File: src/rtl/apr_pkg.sv
package apr_pkg;

  // register byte addresses on the AXI4-Lite slave
  localparam logic [7:0]  ADDR_ROUTE1   = 8'h24;
  localparam logic [7:0]  ADDR_ROUTE2   = 8'h28;
  localparam logic [7:0]  ADDR_PINCFG   = 8'h2C;
  localparam logic [7:0]  ADDR_IRQ_STAT = 8'h30;
  localparam logic [7:0]  ADDR_IRQ_CLR  = 8'h34;
  localparam logic [7:0]  ADDR_IRQ_EN   = 8'h38;
  localparam logic [7:0]  ADDR_PIN_STAT = 8'h3C;

  // routing register layout, same for both pins
  localparam int          ROUTE_W       = 24;
  localparam logic [23:0] ROUTE_RST     = 24'h00_0000;
  localparam logic [23:0] ROUTE_MASK    = 24'hFF_FFFE;
  localparam int          OC_MSB        = 23;
  localparam int          UC_MSB        = 19;
  localparam int          OV_MSB        = 15;
  localparam int          UV_MSB        = 11;
  localparam int          OP_MSB        = 7;
  localparam int          ACCV_BIT      = 3;
  localparam int          ACCC_BIT      = 2;
  localparam int          CC_BIT        = 1;
  localparam int          UNIMP_BIT     = 0;
  localparam int          NUM_CH        = 4;

  // pin function bits: set means the pin works as alert output
  localparam int          NUM_PINS      = 2;
  localparam logic [1:0]  PINCFG_RST    = 2'h0;

  // interrupt event bits
  localparam int          IRQ_W         = 3;
  localparam int          EV_PIN1       = 0;
  localparam int          EV_PIN2       = 1;
  localparam int          EV_SLOW       = 2;
  localparam logic [2:0]  IRQ_RST       = 3'h0;

  // pin status read-back bits
  localparam int          PS_SLOW       = 2;
  localparam int          PS_PULSE1     = 3;
  localparam int          PS_PULSE2     = 4;

  localparam logic [1:0]  RESP_OKAY     = 2'h0;
  localparam logic [1:0]  RESP_SLVERR   = 2'h2;

  // conversion-complete pulse timing
  localparam int          CLK_PERIOD_NS = 50;
  localparam int          CC_PULSE_NS   = 5000;
  localparam int          CC_PULSE_CYC  = (CC_PULSE_NS + CLK_PERIOD_NS - 1) / CLK_PERIOD_NS;

endpackage

File: src/rtl/apr_pulse.sv
`timescale 1ns/1ps
module apr_pulse #(
  parameter int unsigned CYCLES = apr_pkg::CC_PULSE_CYC,
  parameter int unsigned CW     = 8
) (
  input  wire logic aclk,
  input  wire logic aresetn,
  input  wire logic start,
  output logic      active_r
);

  logic [CW-1:0] cnt_r;
  logic [CW-1:0] since_r;

  // a new start restarts the full width, so back-to-back ends never merge short
  always_ff @(posedge aclk) begin
    if (!aresetn) begin
      cnt_r    <= '0;
      active_r <= 1'b0;
    end else if (start) begin
      cnt_r    <= CW'(CYCLES - 1);
      active_r <= 1'b1;
    end else if (active_r) begin
      if (cnt_r == '0) begin
        active_r <= 1'b0;
      end else begin
        cnt_r <= cnt_r - 1'b1;
      end
    end
  end

  // checker helper: edges since the last start, saturating
  always_ff @(posedge aclk) begin
    if (!aresetn) begin
      since_r <= '0;
    end else if (start) begin
      since_r <= CW'(1);
    end else if (since_r != '1) begin
      since_r <= since_r + 1'b1;
    end
  end
endmodule // apr_pulse

File: src/rtl/apr_top.sv
// Implementation choice: the AXI4-Lite slave port.
`timescale 1ns/1ps
module apr_top (
  input  wire logic        aclk,
  input  wire logic        aresetn,
  input  wire logic [7:0]  awaddr,
  input  wire logic        awvalid,
  output logic             awready,
  input  wire logic [31:0] wdata,
  input  wire logic [3:0]  wstrb,
  input  wire logic        wvalid,
  output logic             wready,
  output logic [1:0]       bresp,
  output logic             bvalid,
  input  wire logic        bready,
  input  wire logic [7:0]  araddr,
  input  wire logic        arvalid,
  output logic             arready,
  output logic [31:0]      rdata,
  output logic [1:0]       rresp,
  output logic             rvalid,
  input  wire logic        rready,
  input  wire logic [3:0]  ch_overcurrent,
  input  wire logic [3:0]  ch_undercurrent,
  input  wire logic [3:0]  ch_overvoltage,
  input  wire logic [3:0]  ch_undervoltage,
  input  wire logic [3:0]  ch_overpower,
  input  wire logic        accum_value_full,
  input  wire logic        accum_count_full,
  input  wire logic        conv_cycle_end,
  input  wire logic        first_alert_pin_i,
  output logic             first_alert_pin_o,
  output logic             first_alert_pin_oe,
  output logic             second_alert_pin_o,
  output logic             second_alert_pin_oe,
  output logic             slow_sample_req,
  output logic             irq
);

  localparam int RW = apr_pkg::ROUTE_W;
  localparam int NP = apr_pkg::NUM_PINS;

  logic                     awready_r;
  logic                     wready_r;
  logic                     bvalid_r;
  logic [1:0]               bresp_r;
  logic                     arready_r;
  logic                     rvalid_r;
  logic [1:0]               rresp_r;
  logic [31:0]              rdata_r;
  logic [7:0]               aw_addr_r;
  logic [31:0]              w_data_r;
  logic [3:0]               w_strb_r;
  logic                     wr_fire;
  logic [RW-1:0]            route_r [NP];
  logic [RW-1:0]            route_mrg [NP];
  logic [NP-1:0]            pincfg_r;
  logic [apr_pkg::IRQ_W-1:0] irq_stat_r;
  logic [apr_pkg::IRQ_W-1:0] irq_stat_nxt;
  logic [apr_pkg::IRQ_W-1:0] irq_en_r;
  logic [apr_pkg::IRQ_W-1:0] irq_ev;
  logic [apr_pkg::IRQ_W-1:0] irq_clr;
  logic                     irq_r;
  logic [RW-1:0]            src_vec;
  logic [NP-1:0]            pulse_start;
  logic [NP-1:0]            pulse_act;
  logic [NP-1:0]            level_nxt;
  logic [NP-1:0]            pin_o_r;
  logic [NP-1:0]            pin_oe_r;
  logic                     slow_s1_r;
  logic                     slow_s2_r;
  logic                     slow_s3_r;
  logic                     slow_r;
  logic                     slow_req_nxt;
  logic                     slow_req_r;
  logic [31:0]              rd_data_c;
  logic                     rd_err_c;
  logic                     wr_err_c;
  logic [RW-1:0]            wd_route;

  function automatic logic [31:0] merge_bytes(input logic [31:0] old_w,
                                              input logic [31:0] new_w,
                                              input logic [3:0]  strb);
    logic [31:0] res;
    res = old_w;
    for (int b = 0; b < 4; b++) begin
      if (strb[b]) begin
        res[8*b +: 8] = new_w[8*b +: 8];
      end
    end
    return res;
  endfunction

  // ports straight from their flops
  assign awready             = awready_r;
  assign wready              = wready_r;
  assign bvalid              = bvalid_r;
  assign bresp               = bresp_r;
  assign arready             = arready_r;
  assign rvalid              = rvalid_r;
  assign rresp               = rresp_r;
  assign rdata               = rdata_r;
  assign first_alert_pin_o   = pin_o_r[0];
  assign first_alert_pin_oe  = pin_oe_r[0];
  assign second_alert_pin_o  = pin_o_r[1];
  assign second_alert_pin_oe = pin_oe_r[1];
  assign slow_sample_req     = slow_req_r;
  assign irq                 = irq_r;

  // write side: address and data are held independently, write once both are in
  assign wr_fire = !awready_r && !wready_r && !bvalid_r;

  always_ff @(posedge aclk) begin
    if (!aresetn) begin
      awready_r <= 1'b1;
      wready_r  <= 1'b1;
      bvalid_r  <= 1'b0;
      bresp_r   <= apr_pkg::RESP_OKAY;
      aw_addr_r <= 8'h00;
      w_data_r  <= 32'h0000_0000;
      w_strb_r  <= 4'h0;
    end else begin
      if (awvalid && awready_r) begin
        awready_r <= 1'b0;
        aw_addr_r <= awaddr;
      end
      if (wvalid && wready_r) begin
        wready_r <= 1'b0;
        w_data_r <= wdata;
        w_strb_r <= wstrb;
      end
      if (wr_fire) begin
        bvalid_r <= 1'b1;
        bresp_r  <= wr_err_c ? apr_pkg::RESP_SLVERR : apr_pkg::RESP_OKAY;
      end
      // channels reopen only after the response is taken: one write in flight
      if (bvalid_r && bready) begin
        bvalid_r  <= 1'b0;
        awready_r <= 1'b1;
        wready_r  <= 1'b1;
      end
    end
  end

  // read-only and unmapped words refuse writes with an error response
  always_comb begin
    case (aw_addr_r)
      apr_pkg::ADDR_ROUTE1, apr_pkg::ADDR_ROUTE2, apr_pkg::ADDR_PINCFG,
      apr_pkg::ADDR_IRQ_CLR, apr_pkg::ADDR_IRQ_EN: wr_err_c = 1'b0;
      default:                                     wr_err_c = 1'b1;
    endcase
  end

  // byte-lane merge of routing words; the unimplemented bit is forced low
  always_comb begin
    for (int k = 0; k < NP; k++) begin
      route_mrg[k] = RW'(merge_bytes({8'h00, route_r[k]}, w_data_r, w_strb_r))
                     & apr_pkg::ROUTE_MASK;
    end
  end

  // configuration registers
  always_ff @(posedge aclk) begin
    if (!aresetn) begin
      route_r[0] <= apr_pkg::ROUTE_RST;
      route_r[1] <= apr_pkg::ROUTE_RST;
      pincfg_r   <= apr_pkg::PINCFG_RST;
      irq_en_r   <= apr_pkg::IRQ_RST;
    end else if (wr_fire) begin
      case (aw_addr_r)
        apr_pkg::ADDR_ROUTE1: route_r[0] <= route_mrg[0];
        apr_pkg::ADDR_ROUTE2: route_r[1] <= route_mrg[1];
        apr_pkg::ADDR_PINCFG: begin
          if (w_strb_r[0]) begin
            pincfg_r <= w_data_r[NP-1:0];
          end
        end
        apr_pkg::ADDR_IRQ_EN: begin
          if (w_strb_r[0]) begin
            irq_en_r <= w_data_r[apr_pkg::IRQ_W-1:0];
          end
        end
        default: ;
      endcase
    end
  end

  // read side: answer one cycle after the address is taken
  always_comb begin
    rd_data_c = 32'h0000_0000;
    rd_err_c  = 1'b0;
    case (araddr)
      apr_pkg::ADDR_ROUTE1:   rd_data_c[RW-1:0] = route_r[0];
      apr_pkg::ADDR_ROUTE2:   rd_data_c[RW-1:0] = route_r[1];
      apr_pkg::ADDR_PINCFG:   rd_data_c[NP-1:0] = pincfg_r;
      apr_pkg::ADDR_IRQ_STAT: rd_data_c[apr_pkg::IRQ_W-1:0] = irq_stat_r;
      apr_pkg::ADDR_IRQ_CLR:  rd_data_c = 32'h0000_0000;
      apr_pkg::ADDR_IRQ_EN:   rd_data_c[apr_pkg::IRQ_W-1:0] = irq_en_r;
      apr_pkg::ADDR_PIN_STAT: begin
        rd_data_c[NP-1:0]              = pin_o_r;
        rd_data_c[apr_pkg::PS_SLOW]    = slow_req_r;
        rd_data_c[apr_pkg::PS_PULSE1]  = pulse_act[0];
        rd_data_c[apr_pkg::PS_PULSE2]  = pulse_act[1];
      end
      default:                rd_err_c = 1'b1;
    endcase
  end

  always_ff @(posedge aclk) begin
    if (!aresetn) begin
      arready_r <= 1'b1;
      rvalid_r  <= 1'b0;
      rresp_r   <= apr_pkg::RESP_OKAY;
      rdata_r   <= 32'h0000_0000;
    end else if (arvalid && arready_r) begin
      arready_r <= 1'b0;
      rvalid_r  <= 1'b1;
      rdata_r   <= rd_data_c;
      rresp_r   <= rd_err_c ? apr_pkg::RESP_SLVERR : apr_pkg::RESP_OKAY;
    end else if (rvalid_r && rready) begin
      rvalid_r  <= 1'b0;
      arready_r <= 1'b1;
    end
  end

  // source vector in routing-register order, channel 1 at the high bit;
  // sources arrive already gated by the alert enable register upstream
  genvar ch;
  generate
    for (ch = 0; ch < apr_pkg::NUM_CH; ch++) begin : g_src
      assign src_vec[apr_pkg::OC_MSB-ch] = ch_overcurrent[ch];
      assign src_vec[apr_pkg::UC_MSB-ch] = ch_undercurrent[ch];
      assign src_vec[apr_pkg::OV_MSB-ch] = ch_overvoltage[ch];
      assign src_vec[apr_pkg::UV_MSB-ch] = ch_undervoltage[ch];
      assign src_vec[apr_pkg::OP_MSB-ch] = ch_overpower[ch];
    end
  endgenerate
  assign src_vec[apr_pkg::ACCV_BIT]  = accum_value_full;
  assign src_vec[apr_pkg::ACCC_BIT]  = accum_count_full;
  assign src_vec[apr_pkg::CC_BIT]    = 1'b0;
  assign src_vec[apr_pkg::UNIMP_BIT] = 1'b0;

  // per-pin routing, pulse and pin drivers
  genvar p;
  generate
    for (p = 0; p < NP; p++) begin : g_pin
      // pulse only armed while the pin is in alert function
      assign pulse_start[p] = conv_cycle_end && route_r[p][apr_pkg::CC_BIT]
                              && pincfg_r[p];

      apr_pulse #(
        .CYCLES (apr_pkg::CC_PULSE_CYC),
        .CW     (8)
      ) u_pulse (
        .aclk     (aclk),
        .aresetn  (aresetn),
        .start    (pulse_start[p]),
        .active_r (pulse_act[p])
      );

      assign level_nxt[p] = pincfg_r[p]
                            && ((|(route_r[p] & src_vec)) || pulse_act[p]);

      // pin released whenever alert function is off
      always_ff @(posedge aclk) begin
        if (!aresetn) begin
          pin_o_r[p]  <= 1'b0;
          pin_oe_r[p] <= 1'b0;
        end else begin
          pin_o_r[p]  <= level_nxt[p];
          pin_oe_r[p] <= pincfg_r[p];
        end
      end
    end
  endgenerate

  // slow input: three flops, a change counts once the last two agree
  always_ff @(posedge aclk) begin
    if (!aresetn) begin
      slow_s1_r <= 1'b0;
      slow_s2_r <= 1'b0;
      slow_s3_r <= 1'b0;
      slow_r    <= 1'b0;
    end else begin
      slow_s1_r <= first_alert_pin_i;
      slow_s2_r <= slow_s1_r;
      slow_s3_r <= slow_s2_r;
      if (slow_s2_r == slow_s3_r) begin
        slow_r <= slow_s3_r;
      end
    end
  end

  // the pin cannot be both alert output and sampling input
  assign slow_req_nxt = !pincfg_r[0] && slow_r;

  always_ff @(posedge aclk) begin
    if (!aresetn) begin
      slow_req_r <= 1'b0;
    end else begin
      slow_req_r <= slow_req_nxt;
    end
  end

  // sticky events; a set in the clear cycle wins so no event is lost
  assign irq_ev[apr_pkg::EV_PIN1] = level_nxt[0] && !pin_o_r[0];
  assign irq_ev[apr_pkg::EV_PIN2] = level_nxt[1] && !pin_o_r[1];
  assign irq_ev[apr_pkg::EV_SLOW] = slow_req_nxt && !slow_req_r;
  assign irq_clr = (wr_fire && aw_addr_r == apr_pkg::ADDR_IRQ_CLR && w_strb_r[0])
                   ? w_data_r[apr_pkg::IRQ_W-1:0] : apr_pkg::IRQ_RST;
  assign irq_stat_nxt = (irq_stat_r & ~irq_clr) | irq_ev;

  always_ff @(posedge aclk) begin
    if (!aresetn) begin
      irq_stat_r <= apr_pkg::IRQ_RST;
      irq_r      <= 1'b0;
    end else begin
      irq_stat_r <= irq_stat_nxt;
      irq_r      <= |(irq_stat_nxt & irq_en_r);
    end
  end

  // checker helper: low routing word of the last write
  assign wd_route = w_data_r[RW-1:0] & apr_pkg::ROUTE_MASK;
endmodule // apr_top

File: config.mk
export PLATFORM = sky130hd
export DESIGN_NAME = apr_top
export DESIGN_NICKNAME = d
export VERILOG_FILES = /design/src/rtl/apr_pkg.sv /design/src/rtl/apr_pulse.sv /design/src/rtl/apr_top.sv
export SDC_FILE = /design/constraint.sdc
export NUM_CORES = 1
export LEC_CHECK = 0
export ABC_AREA = 1
export BUFFER_PORTS_ARGS = -buffer_cell sky130_fd_sc_hd__buf_4
export CAP_MARGIN = 20
export CELL_PAD_IN_SITES_DETAIL_PLACEMENT = 0
export CELL_PAD_IN_SITES_GLOBAL_PLACEMENT = 1
export CORE_UTILIZATION = 40
export DETAILED_ROUTE_END_ITERATION = 12
export PLACE_DENSITY_LB_ADDON = 0.05
export SLEW_MARGIN = 20
export SYNTH_ARGS = -nofsm -noshare
export SYNTH_HDL_FRONTEND = slang
export SYNTH_SLANG_ARGS = --single-unit
File: constraint.sdc
create_clock -name aclk -period 2.5 [get_ports aclk]
set_input_delay 0.5 -clock aclk [delete_from_list [all_inputs] [get_ports aclk]]
set_output_delay 0.5 -clock aclk [all_outputs]
set_load 0.01 [all_outputs]
## Yosys cells after proc, flatten, opt, wreduce, memory -nomap -nowiden

Memories as Yosys holds them, arrays and structs flattened.
Index checks and enable logic that the tools add are counted.

| cells by class | value |
|---|---|
| equality and inequality tests | 15 |
| multiplexer cells | 40 |
| bitwise logic cells | 11 |
| add/subtract/negate cells | 2 |
| reduce and logical (&&, ||, !) cells | 47 |

Operators by type and width:

| cell | count |
|---|---|
| equality test 8 x 6 -> 1 bit (second input constant) | 12 |
| AND 24 bit | 2 |
| two-way mux 8 bit | 6 |
| OR reduction 24 bit | 2 |
| two-way mux 23 bit | 2 |
| two-way mux 7 bit | 6 |
| case mux 19 bit (2 select lines) | 1 |
| logical AND 1 bit | 19 |
| two-way mux 1 bit | 19 |
| logical NOT 8 bit | 2 |
| subtractor 8 x 1 -> 8 bit (second input constant) | 2 |
| case mux 2 bit (6 select lines) | 1 |
| AND reduction 2 bit | 4 |
| logical NOT 1 bit | 7 |
| OR reduction 7 bit | 1 |
| AND 3 bit | 2 |
| case mux 2 bit (3 select lines) | 1 |
| AND reduction 3 bit | 2 |
| nonzero test 2 bit | 3 |
| OR reduction 2 bit | 3 |
| case mux 1 bit (5 select lines) | 1 |
| OR reduction 5 bit | 1 |
| two-way mux 2 bit | 2 |
| != test 2 x 1 -> 1 bit (second input constant) | 2 |
| other kinds (8) | 12 |

| word-level totals | value |
|---|---|
| memories | 1 |
| logic and storage cells | 146 |
| flip-flop bits (word level) | 104 |
| bits of input ports | 83 |
| bits in writable memories | 46 |

Memory list:

| name | words | bits a word | read ports | clocked after Yosys merged registers in | write ports | RTL line | source |
|---|---|---|---|---|---|---|---|
| route_r | 2 | 23 | 2 | 0 | 2 | apr_top.sv:55 | `logic [RW-1:0] route_r [NP];` |

## Depth between registers and ports, before layout

| depth | value |
|---|---|
| word-level depth | 11 |
| depth in mapped cells | 11 |
| gate-level depth less buffers | 11 |

## Hierarchy

A second synthesis with hierarchy kept.

| second synthesis, totals | value |
|---|---|
| cell total of the unflattened synthesis | 816 |
| area, all modules | 6642.6 µm² |

Modules (own cells, without submodules):

| module | sequential area each (µm²) | cells an instance | instances | area an instance (µm²) |
|---|---|---|---|---|
| apr_top | 3062.9 | 646 | 1 | 5556.6 |
| apr_pulse | 180.2 | 85 | 2 | 543.0 |

## Worst setup path after synthesis

No wires, ideal clock.

| timing path | value |
|---|---|
| path type | reg2reg |
| from | reg aw_addr_r[7] |
| to | mem route_r[0][10] in the netlist's numbering (enable) |
| arrival | 1.529 ns |
| setup time | 0.384 ns |
| buffers on the path | 0 |
| data required time | 2.116 ns |
| cell stages (with the launch flop) | 8 |
| setup slack | 0.587 ns |
| path through | dfxtp_1 -> inv_1 -> nand3_1 -> nor2_1 -> nand3_1 -> nor2_1 -> nand2_1 -> o21ai_0 |

RTL lines:

| item | RTL line | source |
|---|---|---|
| from (decl) | apr_top.sv:51 | `logic [7:0] aw_addr_r;` |
| from (signal assigned) | apr_top.sv:125 | `aw_addr_r <= awaddr;` |
| to (decl) | apr_top.sv:55 |  |

==> impl_metrics.json <==
{
  "synth_edf_count": 46,
  "final_hold_viol_count": 0,
  "final.period_utilization_pct": 86.7,
  "vias_per_cell": 4.78,
  "antenna_left": 0,
  "crit_buf_inv": 1,
  "cpPeakStageDelay_ns": 0.75,
  "gp_congestion": 0.829,
  "clkTransAtPathRegs_ns": 0.06,
  "core_area_sq_mm": 0.0153,
  "path_delay_family": "compound AO/OA/AOI/OAI gates",
  "max_freq_mhz": 462,
  "syn-instance-count": 768,
  "rsz0062_at_grt": "no",
  "setup_slack_ns": 0.333,
  "min_period_ns": 2.17,
  "wl_per_cell_um": 14.1,
  "numPortBuffers": 110,
  "cts_resized": 0,
  "synth_area_per_cell_sq_um": 8.23,
  "htree_levels": 4,
  "dr.pass1.iters": 7,
  "die_h_um": 128,
  "tightest_slew_ns": 0.974,
  "crit_fanout": 8,
  "crit_chain": "nor2_1 > nand3_1 > nand3b_1 > nand2_1 > inv_1 > a21oi_1",
  "overflow": 0,
  "cts.sinks": 148,
  "placed_cell_area_sq_mm": 0.00732,
  "drive_gt1_share_pct": 18.2,
  "crit_path_start_kind": "flop",
  "power_density_mw_per_mm2": 724,
  "criticalPathCategory": "reg -> reg",
  "synthFlopType": "dfxtp_1",
  "final_max_slew_viol_count": 0,
  "place_ws_ns": 0.310,
  "fillers": 1474,
  "power.total_mw": 5.75,
  "fp-row-count": 45,
  "grt_pass1_wl_mm": 24.9,
  "holdBufCountCts": 0,
  "io_pins": 130,
  "postCtsSetupBuffers": 0,
  "outcome": "complete, no violations",
  "cp_data_arrival_time_ns": 2.21,
  "grt_antenna_before_repair": 0,
  "peakVddDrop_mv": 0.507,
  "synth-seq-cells": 148,
  "cap_viol_max_count": 0,
  "diodes": 0,
  "nNetsFinal": 965,
  "clock_path_buffers": 2,
  "start_util_pct": 41.3,
  "via_count": 5272,
  "final_cell_mix": "nand2_1, buf_4, dfxtp_1",
  "critical_path_required_ns": 2.54,
  "die_x_um": 128,
  "root_buffer": "clkbuf_16",
  "syn_area_sq_mm": 0.00632,
  "leakage_nw": 3.52,
  "yosysWarnings": 0,
  "ys_seq_area_share_pct": 54.2,
  "track_usage_pct": 20.1,
  "final_common_cell": "nand2_1",
  "cp-end-kind": "flop",
  "drc": 0,
  "cts_made_buffers": 17,
  "hold_path.class": "in -> reg",
  "routed_wl_mm": 15.5,
  "yosysUniqueCellTypes": 36,
  "hpwlAfterDp_mm": 11.4,
  "die_area_sq_mm": 0.0163,
  "cp_slowest_cell": "a21oi_1",
  "grt_pass1_vias": 4969,
  "finalSetupViolCount": 0,
  "async_flop_share_pct": 0,
  "grt_max_degree": 82,
  "fin_skew_ns": 0.00648,
  "drtIter0Drc": 255,
  "area_growth_pct": 25.7,
  "fin_tns_setup_ns": 0,
  "fin_area_sq_mm": 0.00794,
  "clock_latency_ns": 0.42,
  "slew-limit-headroom_pct": 35.1,
  "cts_tree": "yes"
}
## flip-flops by register name, indices dropped and copies added, names as in the netlist, 2 cells and up
register,flops
aw_addr_r,8
g_pin.u_pulse.active_r,2
g_pin.u_pulse.cnt_r,16
irq_en_r,3
irq_stat_r,3
pincfg_r,2
rdata,24
route_r,46
w_data_r,24
w_strb_r,3
## layer usage
| metal | up-vias | wire (um) | track usage [%] |
|---|---|---|---|
| met5 | - | 0 | 0 |
| met4 | 0 | 297 | 7.75 |
| met3 | 22 | 703 | 4.59 |
| met2 | 129 | 6720 | 30.3 |
| met1 | 2386 | 7790 | 28.1 |
| li1 | 2735 | - | - |
## cells by family after synthesis
logic type	after synthesis	synth area share, %
adders and majority gates	4	0.792
and+or+nand+nor	332	22.3
xor gates and xnor gates	6	0.832
buffers and inverters	128	8.71
AOI/OAI and AO/OA	149	13.1
other	1	0.0594
DFF	148	54.2
## synthesized netlist by cell type (all sizes together) (5+ instances only)
library cell    n  area (sq um)
nand4          11          68.8
clkbuf         19          71.3
nand2         177           672
xnor2           5          43.8
nor3            5          51.3
inv            90           338
dfxtp         102          2040
o21ai          54           270
buf            19           141
a21oi          63           315
nor2           76           288
nand3          55           275
edfxtp         46          1380
o211ai         21           158
## stage by stage
step           utilization, %  hold slack, ns  std cells
2_1_floorplan               -           0.390        777
3_3_place_gp             47.8           0.431       1070
3_5_place_dp             47.8           0.441       1070
4_1_cts                  51.8           0.249       1102
5_1_grt                  51.8           0.272       1102
6_report                 51.8           0.262       1102
## layout make-up
class	count	area [sq um]	area share [%]
timing repair buffer	120	913	11.5
inverter	90	338	4.25
multi-input combinational	501	2380	29.9
clock buffer	22	509	6.41
tap	211	264	3.32
clock inverter	10	115	1.45
sequential	148	3420	43.1
## worst min-delay path, cell delays in order
cell and delay (ns):
buf_4 0.08, nand2_1 0.04, inv_1 0.04
## worst paths after layout
| check | start | endpoint | slack [ns] | cells after the start |
|---|---|---|---|---|
| setup / recovery | aw_addr_r[1]$_SDFFE_PN0P_ | route_r[0][44]$_SDFFCE_PP0P_ | 0.33 | 6 |
| hold / removal | first_alert_pin_i | slow_s1_r$_SDFF_PN0_ | 0.26 | 3 |
| setup reg to reg | aw_addr_r[1]$_SDFFE_PN0P_ | route_r[0][44]$_SDFFCE_PP0P_ | 0.33 | 6 |
| hold reg to reg | slow_s1_r$_SDFF_PN0_ | slow_s2_r$_SDFF_PN0_ | 0.44 | 2 |
## power by group
part | switching [mW] | total (mW) | internal [mW]
clock network | 0.991 | 2.64 | 1.65
registers | 0.0507 | 2.63 | 2.58
logic | 0.269 | 0.472 | 0.202
total | 1.31 | 5.75 | 4.44
No activity file was read; power rests on OpenSTA's default activity.
